[config.mk]
export PLATFORM = sky130hd
export DESIGN_NAME = rtcal_regs
export DESIGN_NICKNAME = d
export VERILOG_FILES = /design/src/inc/rtcal_pkg.sv /design/src/rtl/rtcal_regs.sv
export SDC_FILE = /design/constraint.sdc
export NUM_CORES = 1
export LEC_CHECK = 0
export ABC_AREA = 1
export BUFFER_PORTS_ARGS = -buffer_cell sky130_fd_sc_hd__buf_2
export CAP_MARGIN = 10
export CORE_MARGIN = 5
export CORE_UTILIZATION = 40
export DETAILED_ROUTE_END_ITERATION = 7
export PLACE_DENSITY_LB_ADDON = 0.1
export REMOVE_ABC_BUFFERS = 1
export SLEW_MARGIN = 15
export SYNTH_ARGS = -nofsm -noshare
export SYNTH_HDL_FRONTEND = slang
export SYNTH_SLANG_ARGS = --single-unit
[constraint.sdc]
create_clock -name mclk -period 4.6 [get_ports mclk]
set_input_delay 0 -clock mclk [delete_from_list [all_inputs] [get_ports mclk]]
set_output_delay 0 -clock mclk [all_outputs]
set_load 0.005 [all_outputs]
[src/inc/rtcal_pkg.sv]
// constants, field positions and state type of the calendar and alarm register block
package rtcal_pkg;
  localparam int unsigned CLK_HZ        = 20_000_000;
  localparam int unsigned RTC_HZ        = 32_768;
  localparam int unsigned RTC_DIV       = CLK_HZ / RTC_HZ;
  localparam int unsigned HALF_SEC_CLKS = 16_384;
  localparam int unsigned SAFE_CLKS     = 32;

  localparam logic [4:0] OFS_CTRL  = 5'h00;
  localparam logic [4:0] OFS_ALRM  = 5'h04;
  localparam logic [4:0] OFS_TIME  = 5'h08;
  localparam logic [4:0] OFS_DATE  = 5'h0C;
  localparam logic [4:0] OFS_ATIME = 5'h10;

  localparam int CC_ON     = 15;
  localparam int CC_UNLOCK = 3;
  localparam int CC_SYNC   = 2;
  localparam int CC_HALF   = 1;
  localparam int AL_EN     = 15;
  localparam int AL_CHIME  = 14;
  localparam int AL_PIV    = 13;
  localparam int AL_SYNC   = 12;
  localparam int AL_MASK   = 8;
  localparam int AL_RPT    = 0;

  localparam int HR_LSB  = 24;
  localparam int MIN_LSB = 16;
  localparam int SEC_LSB = 8;
  localparam int YR_LSB  = 24;
  localparam int MON_LSB = 16;
  localparam int DAY_LSB = 8;
  localparam int WD_LSB  = 0;

  localparam logic [31:0] TIME_MASK = 32'hFFFF_FF00;
  localparam logic [31:0] DATE_MASK = 32'hFFFF_FF0F;

  localparam logic [7:0] SEC_MAX = 8'h59;
  localparam logic [7:0] MIN_MAX = 8'h59;
  localparam logic [7:0] HR_MAX  = 8'h23;
  localparam logic [7:0] MON_MAX = 8'h12;
  localparam logic [7:0] YR_MAX  = 8'h99;
  localparam logic [3:0] WD_MAX  = 4'h6;
  localparam logic [7:0] RPT_MAX = 8'hFF;

  localparam logic [3:0] MASK_HALF = 4'h0;
  localparam logic [3:0] MASK_SEC  = 4'h1;
  localparam logic [3:0] MASK_10S  = 4'h2;
  localparam logic [3:0] MASK_MIN  = 4'h3;
  localparam logic [3:0] MASK_10M  = 4'h4;
  localparam logic [3:0] MASK_HOUR = 4'h5;
  localparam logic [3:0] MASK_DAY  = 4'h6;

  typedef struct packed {
    logic        on;
    logic        unlock;
    logic        half;
    logic [14:0] presc;
    logic [9:0]  rdiv;
    logic [31:0] tm;
    logic [31:0] dt;
    logic [31:0] atm;
    logic        alrm_en;
    logic        chime;
    logic        piv;
    logic [3:0]  amask;
    logic [7:0]  rpt;
    logic        pulse;
    logic        waitreq;
    logic [31:0] rdata;
  } rtcal_state_t;

  localparam rtcal_state_t ST_RST = '{waitreq: 1'b1, default: '0};
endpackage

[src/rtl/rtcal_regs.sv]
// calendar value registers, alarm repeat logic and avalon-mm slave
`timescale 1ns/10ps
module rtcal_regs #(
  parameter int unsigned HALF_SEC_CLKS = rtcal_pkg::HALF_SEC_CLKS
) (
  input  wire logic        mclk,            // 20 MHz clock
  input  wire logic        srst,            // general reset, sync
  input  wire logic        por,             // power-on reset, sync
  input  wire logic [4:0]  avs_address,     // byte address
  input  wire logic        avs_read,        // read request
  input  wire logic        avs_write,       // write request
  input  wire logic [31:0] avs_writedata,   // write data
  input  wire logic [3:0]  avs_byteenable,  // byte lanes
  output logic      [31:0] avs_readdata,    // read data
  output logic             avs_waitrequest, // stall, low = answer
  output logic             alarm_pulse      // alarm pulse level
);
  import rtcal_pkg::*;

  localparam logic [14:0] HALF_LAST = 15'(HALF_SEC_CLKS - 1);
  localparam logic [14:0] SAFE_EDGE = 15'(HALF_SEC_CLKS - SAFE_CLKS);
  localparam logic [9:0]  DIV_LAST  = 10'(RTC_DIV - 1);

  rtcal_state_t st_q;
  rtcal_state_t st_d;
  rtcal_state_t keep;
  logic         rtc_en;
  logic         hs_tick;
  logic         sec_tick;
  logic         unsafe;
  logic         alarm_evt;
  logic         wr_go;
  logic         req;
  logic [31:0]  t_nx;
  logic [31:0]  d_nx;
  logic [31:0]  ctrl_v;
  logic [31:0]  alrm_v;
  logic [31:0]  rd_mux;
  logic [31:0]  wv;
  logic [8:0]   c_s;
  logic [8:0]   c_m;
  logic [8:0]   c_h;
  logic [8:0]   c_d;
  logic [8:0]   c_mo;
  logic [8:0]   c_y;

  // increment a BCD pair; carry out and reload at the top value
  function automatic logic [8:0] bcd_inc(input logic [7:0] v,
                                         input logic [7:0] top,
                                         input logic [7:0] base);
    if (v >= top) begin
      return {1'b1, base};
    end
    if (v[3:0] == 4'h9) begin
      return {1'b0, v[7:4] + 4'h1, 4'h0};
    end
    return {1'b0, v + 8'h01};
  endfunction

  // last day of month in BCD; leap test on a two digit year only
  function automatic logic [7:0] month_days(input logic [7:0] mon,
                                            input logic [7:0] yr);
    logic leap;
    leap = (2'({yr[4], 1'b0} + yr[1:0]) == 2'b00);
    case (mon)
      8'h02: begin
        return leap ? 8'h29 : 8'h28;
      end
      8'h04, 8'h06, 8'h09, 8'h11: begin
        return 8'h30;
      end
      default: begin
        return 8'h31;
      end
    endcase
  endfunction

  function automatic logic [31:0] merge(input logic [31:0] old,
                                        input logic [31:0] nw,
                                        input logic [3:0]  be);
    logic [31:0] r;
    r = old;
    for (int i = 0; i < 4; i++) begin
      if (be[i]) begin
        r[i*8+:8] = nw[i*8+:8];
      end
    end
    return r;
  endfunction

  // true when the fields chosen by the mask agree
  function automatic logic mask_hit(input logic [3:0]  m,
                                    input logic [31:0] now,
                                    input logic [31:0] at);
    case (m)
      MASK_SEC: begin
        return 1'b1;
      end
      MASK_10S: begin
        return now[SEC_LSB+:4] == at[SEC_LSB+:4];
      end
      MASK_MIN: begin
        return now[SEC_LSB+:8] == at[SEC_LSB+:8];
      end
      MASK_10M: begin
        return now[SEC_LSB+:12] == at[SEC_LSB+:12];
      end
      MASK_HOUR: begin
        return now[SEC_LSB+:16] == at[SEC_LSB+:16];
      end
      MASK_DAY: begin
        return now[SEC_LSB+:24] == at[SEC_LSB+:24];
      end
      default: begin
        return 1'b0;
      end
    endcase
  endfunction

  assign rtc_en   = st_q.on && (st_q.rdiv == DIV_LAST);
  assign hs_tick  = rtc_en && (st_q.presc == HALF_LAST);
  assign sec_tick = hs_tick && st_q.half;
  assign unsafe   = st_q.on && (st_q.presc >= SAFE_EDGE);
  assign req      = avs_read || avs_write;
  assign wr_go    = avs_write && !st_q.waitreq;

  assign c_s  = bcd_inc(st_q.tm[SEC_LSB+:8], SEC_MAX, 8'h00);
  assign c_m  = bcd_inc(st_q.tm[MIN_LSB+:8], MIN_MAX, 8'h00);
  assign c_h  = bcd_inc(st_q.tm[HR_LSB+:8], HR_MAX, 8'h00);
  assign c_d  = bcd_inc(st_q.dt[DAY_LSB+:8],
                        month_days(st_q.dt[MON_LSB+:8], st_q.dt[YR_LSB+:8]),
                        8'h01);
  assign c_mo = bcd_inc(st_q.dt[MON_LSB+:8], MON_MAX, 8'h01);
  assign c_y  = bcd_inc(st_q.dt[YR_LSB+:8], YR_MAX, 8'h00);

  always_comb begin
    st_d = st_q;
    keep = st_q;
    wv   = 32'h0000_0000;

    // next second of time and date, used for the tick and the match
    t_nx = st_q.tm;
    d_nx = st_q.dt;
    t_nx[SEC_LSB+:8] = c_s[7:0];
    if (c_s[8]) begin
      t_nx[MIN_LSB+:8] = c_m[7:0];
      if (c_m[8]) begin
        t_nx[HR_LSB+:8] = c_h[7:0];
        if (c_h[8]) begin
          d_nx[DAY_LSB+:8] = c_d[7:0];
          d_nx[WD_LSB+:4]  = (st_q.dt[WD_LSB+:4] >= WD_MAX) ? 4'h0 :
                             st_q.dt[WD_LSB+:4] + 4'h1;
          if (c_d[8]) begin
            d_nx[MON_LSB+:8] = c_mo[7:0];
            if (c_mo[8]) begin
              d_nx[YR_LSB+:8] = c_y[7:0];
            end
          end
        end
      end
    end

    // half-second mask fires on every half tick, others on seconds
    alarm_evt = st_q.alrm_en &&
                ((st_q.amask == MASK_HALF) ? hs_tick :
                 (sec_tick && mask_hit(st_q.amask, t_nx, st_q.atm)));

    ctrl_v = 32'h0000_0000;
    ctrl_v[CC_ON]     = st_q.on;
    ctrl_v[CC_UNLOCK] = st_q.unlock;
    ctrl_v[CC_SYNC]   = unsafe;
    ctrl_v[CC_HALF]   = st_q.half;
    alrm_v = 32'h0000_0000;
    alrm_v[AL_EN]         = st_q.alrm_en;
    alrm_v[AL_CHIME]      = st_q.chime;
    alrm_v[AL_PIV]        = st_q.alrm_en ? st_q.pulse : st_q.piv;
    alrm_v[AL_SYNC]       = unsafe;
    alrm_v[AL_MASK+:4]    = st_q.amask;
    alrm_v[AL_RPT+:8]     = st_q.rpt;

    case (avs_address)
      OFS_CTRL: begin
        rd_mux = ctrl_v;
      end
      OFS_ALRM: begin
        rd_mux = alrm_v;
      end
      OFS_TIME: begin
        rd_mux = st_q.tm & TIME_MASK;
      end
      OFS_DATE: begin
        rd_mux = st_q.dt & DATE_MASK;
      end
      OFS_ATIME: begin
        rd_mux = st_q.atm & TIME_MASK;
      end
      default: begin
        rd_mux = 32'h0000_0000;
      end
    endcase

    // prescaler runs only while the module is on
    if (st_q.on) begin
      st_d.rdiv = rtc_en ? 10'h000 : st_q.rdiv + 10'h001;
    end
    if (rtc_en) begin
      st_d.presc = hs_tick ? 15'h0000 : st_q.presc + 15'h0001;
    end
    if (hs_tick) begin
      st_d.half = ~st_q.half;
    end
    if (sec_tick) begin
      st_d.tm = t_nx;
      st_d.dt = d_nx;
    end

    if (alarm_evt) begin
      st_d.pulse = ~st_q.pulse;
      if (st_q.rpt != 8'h00) begin
        st_d.rpt = st_q.rpt - 8'h01;
      end else if (st_q.chime) begin
        st_d.rpt = RPT_MAX;
      end else begin
        st_d.alrm_en = 1'b0;
      end
    end

    // two-phase slave: take on one edge, answer low on the next
    if (req && st_q.waitreq) begin
      st_d.waitreq = 1'b0;
      st_d.rdata   = rd_mux;
    end
    if (req && !st_q.waitreq) begin
      st_d.waitreq = 1'b1;
    end

    // a software write lands after hardware updates and wins over them
    if (wr_go) begin
      case (avs_address)
        OFS_CTRL: begin
          wv = merge(ctrl_v, avs_writedata, avs_byteenable);
          st_d.unlock = wv[CC_UNLOCK];
          if (st_q.unlock) begin
            st_d.on = wv[CC_ON];
          end
        end
        OFS_ALRM: begin
          wv = merge(alrm_v, avs_writedata, avs_byteenable);
          st_d.alrm_en = wv[AL_EN];
          st_d.chime   = wv[AL_CHIME];
          st_d.amask   = wv[AL_MASK+:4];
          st_d.rpt     = wv[AL_RPT+:8];
          if (!st_q.alrm_en) begin
            st_d.piv   = wv[AL_PIV];
          end
        end
        OFS_TIME: begin
          if (st_q.unlock) begin
            st_d.tm = merge(st_q.tm, avs_writedata, avs_byteenable) & TIME_MASK;
            // restart the second too, so the phase clear is not undone
            if (avs_byteenable[1]) begin
              st_d.half  = 1'b0;
              st_d.presc = 15'h0000;
            end
          end
        end
        OFS_DATE: begin
          if (st_q.unlock) begin
            st_d.dt = merge(st_q.dt, avs_writedata, avs_byteenable) & DATE_MASK;
          end
        end
        OFS_ATIME: begin
          st_d.atm = merge(st_q.atm, avs_writedata, avs_byteenable) & TIME_MASK;
        end
        default: begin
          st_d.on = st_q.on;
        end
      endcase
    end

    if (!st_d.alrm_en) begin
      st_d.pulse = st_d.piv;
    end

    if (por) begin
      st_d = ST_RST;
    end else if (srst) begin
      st_d         = ST_RST;
      st_d.alrm_en = keep.alrm_en;
      st_d.chime   = keep.chime;
      st_d.piv     = keep.piv;
      st_d.amask   = keep.amask;
      st_d.rpt     = keep.rpt;
      st_d.pulse   = keep.pulse;
    end
  end

  always_ff @(posedge mclk) begin
    st_q <= st_d;
  end

  assign avs_readdata    = st_q.rdata;
  assign avs_waitrequest = st_q.waitreq;
  assign alarm_pulse     = st_q.pulse;
endmodule

# Word level (Yosys, flattened, before mapping)
# Index checks and enable logic that the tools add are counted.
[word_totals] regBits=165
[classes] addsub=17 reduce_logical=26 muxes=92 eq_ne=37 magnitude_cmp=8 bitwise_logic=3
[ops] cell="9-bit two-way mux" count=21
[ops] cell="32-bit two-way mux" count=5
[ops] cell="32-bit one-hot mux with 5 select lines" count=1
[ops] cell="8-bit two-way mux" count=16
[ops] cell="111-bit two-way mux" count=1
[ops] cell="16-bit two-way mux" count=6
[ops] cell="24-bit two-way mux" count=3
[ops] cell="64-bit two-way mux" count=1
[ops] cell="8-bit by 1-bit adder with 8-bit output (second input constant)" count=6
[ops] cell="15-bit two-way mux" count=3
[ops] cell="4-bit by 1-bit adder with 4-bit output (second input constant)" count=7
[ops] cell="4-bit inequality test (second input constant)" count=7
[ops] cell="1-bit two-way mux" count=27
[ops] cell="24-bit == test" count=1
[ops] cell="4-bit == test (second input constant)" count=6
[ops] cell="4-bit two-way mux" count=5
[ops] cell="16-bit == test" count=1
[ops] cell="8-bit by 3-bit == test with 1-bit output (second input constant)" count=2
[ops] cell="8-bit by 7-bit greater-or-equal comparator with 1-bit output (second input constant)" count=2
[ops] cell="15-bit by 1-bit adder with 15-bit output (second input constant)" count=1
[ops] cell="15-bit by 14-bit == test with 1-bit output (second input constant)" count=1
[ops] cell="15-bit by 14-bit greater-or-equal comparator with 1-bit output (second input constant)" count=1
[ops] cell="12-bit == test" count=1
[ops] cell="4-bit by 3-bit == test with 1-bit output (second input constant)" count=3
[ops] cell="other kinds (38)" count=55

# Logic depth before layout (Yosys ltp)
# Gate-level depths: netlist (run 1).
[depth] ltp_word=19 ltp_mapped=27

# Least setup slack after synthesis (run 1)
# Ideal clock, no wire load.
[synth_path] kind="reg-to-reg" from="register st_q (netlist bit keep[146])" to="register st_q (netlist bit keep[109])" stages_incl_launch_ff=26 path_buffers=1 period_less_slack_ns=3.290 arrival_time_ns=3.171 slack_ns=1.310 setup_time_ns=0.120 cell_sequence="dfxtp_1 > inv_1 > ha_1 > nand4_1 > nor2_4 > inv_2 > nor3_2 > nand2_1 > nor3_2 > nand4_1 > nor4_1 > ha_1 > buf_4 > inv_1 > nor2_1 > inv_2 > nor2_4 > inv_2 > nor2_4 > inv_2 > o21ai_1 > inv_1 > o21ai_0 > a21oi_1 > a21oi_1 > a21oi_1"
[synth_via] elab_chain_cells=8
[synth_rtl] item="start, declared" line="rtcal_regs.sv:24" source="rtcal_state_t st_q;"
[synth_rtl] item="start signal, assigned" line="rtcal_regs.sv:299" source="st_q <= st_d;"
[synth_rtl] item="10-bit == test *" line="rtcal_regs.sv:120" source="assign rtc_en = st_q.on && (st_q.rdiv == DIV_LAST);"
[synth_rtl] item="1-bit logical AND *" line="rtcal_regs.sv:120"
[synth_rtl] item="1-bit logical AND *" line="rtcal_regs.sv:121" source="assign hs_tick = rtc_en && (st_q.presc == HALF_LAST);"
[synth_rtl] item="1-bit logical AND *" line="rtcal_regs.sv:122" source="assign sec_tick = hs_tick && st_q.half;"
[synth_rtl] item="64-bit two-way mux *" line="rtcal_regs.sv:212" source="if (sec_tick) begin"
[synth_rtl] item="32-bit two-way mux" line="rtcal_regs.sv:268" source="if (st_q.unlock) begin"
[synth_rtl] item="32-bit two-way mux" line="rtcal_regs.sv:239" source="case (avs_address)"
[synth_rtl] item="111-bit two-way mux *" line="rtcal_regs.sv:238" source="if (wr_go) begin"
# Mark *: on every way between the ends. The rest lies on a longest branch, timed or not.
# A chain may end at the register's enable or synchronous reset.

# Worst setup path in the final report (run 1)
[layout_path] from="register st_q (netlist bit keep[134])" to="register st_q (netlist bit alrm_v[7])"
[layout_via] elab_chain_cells=13 word_cells_on_any_way=19 cone_classes="2 x add/sub; 1 x order compare; 3 x eq/ne; 11 x mux; 2 x reduce/logical"
[layout_rtl] item="8-bit by 7-bit greater-or-equal comparator with 1-bit output or 4-bit by 1-bit adder with 4-bit output (tied branches)" line="rtcal_regs.sv:51, rtcal_regs.sv:55"
[layout_rtl] item="1-bit two-way mux or 9-bit two-way mux (tied branches)" line="rtcal_regs.sv:51, rtcal_regs.sv:54"
[layout_rtl] item="9-bit two-way mux, on equally long branches" line="rtcal_regs.sv:54, rtcal_regs.sv:57"
[layout_rtl] item="8-bit two-way mux or 9-bit two-way mux (tied branches)" line="rtcal_regs.sv:147, rtcal_regs.sv:54"
[layout_rtl] item="16-bit two-way mux *" line="rtcal_regs.sv:145" source="if (c_s[8]) begin"
[layout_rtl] item="24-bit == test or 16-bit == test (tied branches)" line="rtcal_regs.sv:112, rtcal_regs.sv:109"
[layout_rtl] item="1-bit one-hot mux with 6 select lines *" line="rtcal_regs.sv:95" source="case (m)"
[layout_rtl] item="1-bit logical AND *" line="rtcal_regs.sv:166" source="(sec_tick && mask_hit(st_q.amask, t_nx, st_q.atm)));"
[layout_rtl] item="1-bit two-way mux *" line="rtcal_regs.sv:165" source="((st_q.amask == MASK_HALF) ? hs_tick :"
[layout_rtl] item="1-bit logical AND *" line="rtcal_regs.sv:164" source="alarm_evt = st_q.alrm_en &&"
[layout_rtl] item="9-bit two-way mux *" line="rtcal_regs.sv:217" source="if (alarm_evt) begin"
[layout_rtl] item="15-bit two-way mux" line="rtcal_regs.sv:239"
[layout_rtl] item="111-bit two-way mux *" line="rtcal_regs.sv:238"
# Mark *: on every way between the ends. The rest lies on a longest branch, timed or not. The select of a mux whose other input is x is not followed.

==> run_results.csv, run 1 <==
group,metric,value,unit
placement,place.gp.congestion,0.928,
pwr,p_switching,786,uW
synthesis,ys_types,53,
clocking,cts_root_buffer,"clkbuf_16",
clocking,clkTransAtPathRegs,0.07,ns
outcome,status,"finished clean",
clocking,cts_tree,"built",
timing,relSlewSlack,43.2,%
synthesis,synth_area_leader_cell,"dfxtp_1",
timing,fin_skew,0.0140,ns
worst_hold_path,min_to,"ctrl_v[3]",
critical_path,crit_required,4.93,ns
synthesis,synth_most_common_cell,"nand2_1",
timing,fin_setup_tns,0,ns
worst_hold_path,hold_class,"in -> reg",
clocking,cts_buffers,17,
clocking,postCtsHoldBufs,40,
finish,final_cells,1911,
route,initialDrtViolationCount,935,
grt,grt_max_degree,66,
grt,first_global_vias,9985,
timing,fin_crit,4.01,ns
route,ant_nets,0,
placement,place.port_buffers,79,
critical_path,crit_type,"reg -> reg",
finish,fillers,2579,
finish,regArea,3060,sq um
clocking,cts_buffer_depth,2,
grt,overflow,0,
synthesis,post_synth.cell_area_avg,6.48,sq um
pwr,ir_drop,0.224,mV
pwr,intPower,2140,uW
synthesis,netlist_area,9700,sq um
finish,nNetsFinal,1647,
timing,hold_viol_final,0,
placement,dp_cells,1839,
critical_path,endpoint_kind,"flop",
pwr,power_frac_comb,6.1,%
worst_hold_path,hold-path-cell-count,4,
timing,fmax,250,MHz
synthesis,synth-seq-cells,153,
route,vias,10300,
die,core,24100,sq um
die,initial_core_util,40.2,%
pwr,seq_power_share,45.5,%
route,via_per_inst,5.39,
route,dr.pass1.iters,6,
grt,grt_antenna_before_repair,0,
critical_path,reg2reg_depth,25,
critical_path,crit_arrival,4.33,ns
pwr,pwr-share-clk,48.4,%
synthesis,synth-seq-area-share,31.6,%
synthesis,dominantRegCellSynth,"dfxtp_1",
clocking,post_cts_resized,0,
die,core.rowCount,57,
synthesis,synth_edf_count,0,
grt,grt_pass1_wl,54300,microns
pwr,p_leak,0.00431,uW
finish,drive_above_1_share,10.5,%
placement,hpwlAfterDp,24200,microns
finish,antenna_cells,0,
route,drc,0,
critical_path,timing.rr.start,"keep[134]",
timing,final.period_utilization,87.1,%
finish,fin_util,46.2,%
pwr,p_per_area,263,nW/um^2
pwr,swShare,26.8,%
timing,final-setup-viol-count,0,
critical_path,r2r_setup_slack,0.59,ns
die,fp.dieW,166,microns
synthesis,ys_top_cells_by_area,"dfxtp_1 (32%), nand2_1 (11%), a21oi_1 (7.5%), inv_1 (7.5%), o21ai_0 (6.5%)",
critical_path,critPathMaxFanout,11,
clocking,htreeDepth,4,
finish,multiInputGateArea,5410,sq um
die,ioPinCount,80,
synthesis,synth_top_cell_area_share,31.6,%
timing,finalMaxSlewViolations,0,
clocking,post_cts_buffers,0,
critical_path,critical_path.startpoint_type,"flop",
route,post_drt_wl_per_cell,17.7,microns
route,drt_wl_total,33900,microns
clocking,clock_latency,0.44,ns
synthesis,synth-async-reset-ratio,0,%
job,drv_cap,0,
grt,grt.total_usage,24.3,%
worst_hold_path,min_from,"avs_address[4]",
timing,worstMarginPinSlew,0.852,ns
synthesis,synth_common_cells,"nand2_1 (287), inv_1 (193), nor2_1 (164)",
synthesis,yosysWarnings,0,
clocking,clock_sinks,153,
finish,syn2layout_area_growth,15.0,%
die,dieArea,27500,sq um
synthesis,syn-instance-count,1497,
die,die_h,166,microns
critical_path,r2r_end,"alrm_v[7]",
timing,grt_setup_unrepaired,"false",
[placed cells by master (no fill, tap or decap), drive strengths merged, types with 2 or more instances in the layout]
cell	count
and3	2
clkinvlp	6
o31ai	3
xor2	10
nor3b	2
clkbuf	18
a31oi	12
dfxtp	153
a32oi	3
nand3	85
inv	208
o22ai	33
o221ai	7
nand4	22
buf	96
nand3b	3
a311oi	4
clkinv	7
ha	27
a221oi	7
o311ai	2
nand2	296
o211ai	12
or2	2
o21ai	133
nor4	9
a211oi	16
nor3	36
nor2	173
dlygate4sd3	40
a21oi	147
a22oi	4
[through the flow]
step	total power, uW	setup WS (ns)	area, sq um	hold slack [ns]
after floorplan	1430	0.910	9250	0.0691
after global placement	1520	0.800	10200	0.280
after detailed placement	1520	0.730	10200	0.285
after CTS	2950	0.639	11100	0.00971
after global routing	3020	0.285	11100	0.0555
final	2930	0.594	11100	0.0242
[critical path, cell delays in order, from the launching register on]
cell	delay [ns]
dfxtp_1	0.35
inv_1	0.12
ha_1	0.15
inv_1	0.04
nor2_1	0.10
nand2_1	0.07
nand2_1	0.37
nand2_2	0.27
buf_4	0.22
nand3_1	0.10
inv_1	0.06
nand2_1	0.05
nand2_1	0.05
nor2_1	0.24
nand3_1	0.16
nor2_2	0.13
nand3_1	0.07
nand4_1	0.08
nand2_1	0.09
nand2_4	0.13
nand2_2	0.18
nand2_1	0.11
nand3_1	0.07
nand2_1	0.08
a21oi_1	0.05
dlygate4sd3_1	0.55
[power groups by stage]
stage               combinational [uW]  clock [uW]  sequential [uW]
finish                             179        1420             1330
global route                       196        1500             1330
CTS                                179        1440             1330
detailed placement                 155           0             1360
global placement                   156           0             1360
floorplan                         66.5           0             1360
[final cells by class]
cell class,instances,share of cell area [%]
timing repair buffer,136,8.28
inverter,208,7.00
sequential,153,27.5
clock inverter,14,1.23
multi-input combinational,1058,48.5
clock buffer,18,3.85
tap,324,3.64
[worst max path at each step]
stage | to | startpoint | cells after the start | slack [ns]
floorplan | keep[109] | keep[146] | 24 | 0.91
global placement | keep[105] | ctrl_v[15] | 20 | 0.80
detailed placement | keep[105] | ctrl_v[15] | 20 | 0.73
CTS | alrm_v[7] | keep[134] | 25 | 0.64
global route | keep[109] | keep[150] | 24 | 0.29
finish | alrm_v[7] | keep[134] | 25 | 0.59
[layer usage]
metal	GRT usage (%)	up-vias	wire [microns]
met5	0	-	0
met3	4.24	56	2310
met2	40.4	362	15700
met1	32.0	4725	15000
li1	-	5164	-
met4	8.39	0	903
[cell families (layout without fill, tap and decap cells)]
kind of cell | after synthesis | after routing | share of synthesized area [%]
simple gates | 630 | 630 | 28.2
compound gates | 391 | 391 | 23.1
buf+inv | 286 | 376 | 12.7
flops | 153 | 153 | 31.6
fa+ha+maj | 27 | 27 | 3.48
xor+xnor | 10 | 10 | 0.903
[sequential cells by signal, summed over array words and instances, names as in the netlist]
register and flops:
alarm_pulse 1, alrm_v 14, avs_readdata 32, avs_waitrequest 1, ctrl_v 3, keep 102
Note: power is estimated with default switching activity, not from simulation.
==> inputs of run 2 (changes only) <==
Settings changed: CORE_MARGIN 5 to 3, GPL_TIMING_DRIVEN set to 0, SKIP_CTS_REPAIR_TIMING set to 1.
==> run_results.csv, run 2 (synthesized netlist as in run 1, its figures left out) <==
group,metric,value,unit
clocking,clkTransAtPathRegs,0.07,ns
clocking,clock_sinks,153,
grt,first_global_vias,9357,
placement,place.gp.congestion,0.902,
critical_path,crit_required,4.92,ns
grt,grt_max_degree,61,
critical_path,crit_arrival,4.60,ns
clocking,cts_tree,"built",
critical_path,critPathSlowestCell,"dfxtp_1",
die,fp.dieW,162,microns
outcome,violations,"hold timing",
placement,dp_slack,-0.538,ns
grt,grt_util_met1,32.9,%
finish,nNetsFinal,1631,
pwr,p_leak,0.00429,uW
die,initial_core_util,40.9,%
worst_hold_path,hold_class,"in -> reg",
finish,finalInstanceArea,11200,sq um
die,core.rowCount,56,
critical_path,worst-path-buf-inv,7,
timing,worstMarginPinSlew,1.13,ns
route,drt_wl_total,31900,microns
grt,grt.total_usage,24.3,%
critical_path,path_delay_family,"simple AND/OR/NAND/NOR gates",
finish,final_cells,1890,
outcome,status,"complete, but fails checks",
grt,overflow,0,
finish,syn2layout_area_growth,15.1,%
grt,top_usage_layer,"met2",
grt,grtUsageMet2,40.5,%
timing,holdWs,-0.0599,ns
route,via_per_inst,5.38,
route,ant_nets,0,
pwr,power.total,2940,uW
critical_path,critical_path.startpoint_type,"flop",
pwr,p_per_area,263,nW/um^2
timing,final.period_utilization,93.0,%
finish,final_cell_mix,"nand2_1 (287), inv_1 (192), nor2_1 (159), dfxtp_1 (152), a21oi_1 (144)",
finish,drive_above_1_share,10.6,%
critical_path,endpoint_kind,"flop",
timing,hold_viol_final,7,
critical_path,critPathMaxFanout,12,
grt,grtUsageMet3,3.24,%
timing,relSlewSlack,24.5,%
clocking,clock_latency,0.44,ns
critical_path,path_cells,"inv_1 > ha_1 > nand4_1 > nor2_4 > inv_2 > nor3_2 > nand2_1 > nor3_2 > nand4_1 > nor4_4 > ha_4 > inv_1 > nor2_4 > inv_2 > nor2_4 > inv_2 > nor2_4 > inv_2 > o21ai_1 > inv_1 > o21ai_0 > a21oi_1 > a21oi_1 > a21oi_1",
clocking,cts_root_buffer,"clkbuf_16",
placement,place.port_buffers,79,
clocking,htreeDepth,4,
timing,timing.final.ws_setup,0.321,ns
finish,antenna_cells,0,
clocking,cts_buffers,17,
placement,dp_cells,1823,
clocking,cts_buffer_depth,2,
route,drc,0,
route,post_drt_wl_per_cell,16.9,microns
placement,post_dp_cell_area,10200,sq um
critical_path,slowest_delay,0.33,ns
die,ioPinCount,80,
die,die_h,162,microns
timing,fin_skew,0.0118,ns
die,dieArea,26100,sq um
placement,hpwlAfterDp,23000,microns
route,initialDrtViolationCount,802,
grt,grt_antenna_before_repair,0,
die,core,23700,sq um
finish,largest_reg_flops,102,
job,drv_cap,0,
timing,finalMaxSlewViolations,0,
route,dr.pass1.iters,5,
timing,fmax,234,MHz
critical_path,crit_type,"reg -> reg",
finish,fin_util,47.1,%
timing,final-setup-viol-count,0,
grt,grt_pass1_wl,50700,microns
timing,fin_crit,4.28,ns
route,vias,10200,
pwr,ir_drop,0.179,mV
finish,final_common_cell,"nand2_1",
==> run 2: changes by cell type in the layout (fill, tap and decap cells not counted), sizes merged <==
cell,delta
clkinv,+1
clkinvlp,-5
buf,-11
dlygate4sd3,-5
inv,+5
clkbuf,-1
==> run 2: worst min-delay path, stage by stage <==
cell and delay (ns):
buf_2 0.09, nor2_1 0.09, nor2_1 0.05, nand2_1 0.05
a21oi_1 0.05
==> run 2: final timing paths <==
kind / slack [ns] / end / cells after the start / startpoint
worst max register to register: 0.32 / keep[109] / 24 / keep[146]
worst max-delay path: 0.32 / keep[109] / 24 / keep[146]
worst min register to register: 0.45 / keep[154] / 1 / keep[154]
worst min-delay path: -0.06 / alrm_v[6] / 5 / avs_writedata[6]
==> run 2: layout make-up <==
| type | instances | area [sq um] |
|---|---|---|
| clock buffers | 17 | 425 |
| clock inverters | 15 | 153 |
| fillers | 2545 | 12500 |
| inverters | 208 | 785 |
| multi-input cells | 1058 | 5470 |
| flip-flops and latches | 153 | 3060 |
| well taps | 319 | 399 |
| repair buffers | 120 | 870 |
==> run 2: where the power goes <==
group | internal, uW | switching (uW) | leakage, uW
sequential | 1330 | 4.88 | 0.00123
clock | 767 | 665 | 0.000284
combinational | 59.6 | 117 | 0.00277
==> run 2: stage by stage <==
stage	hold WS [ns]	setup TNS, ns
floorplan	0.0691	0
detailed placement	0.273	-9.92
finish	-0.0599	0
CTS	-0.182	-10.45
global placement	0.291	-181.63
global route	0.00488	-0.00741
==> run 2: layer usage <==
layer,vias up,wire [microns]
li1,5138,-
met1,4687,14900
met2,293,14800
met3,44,1560
met4,0,570
met5,-,0
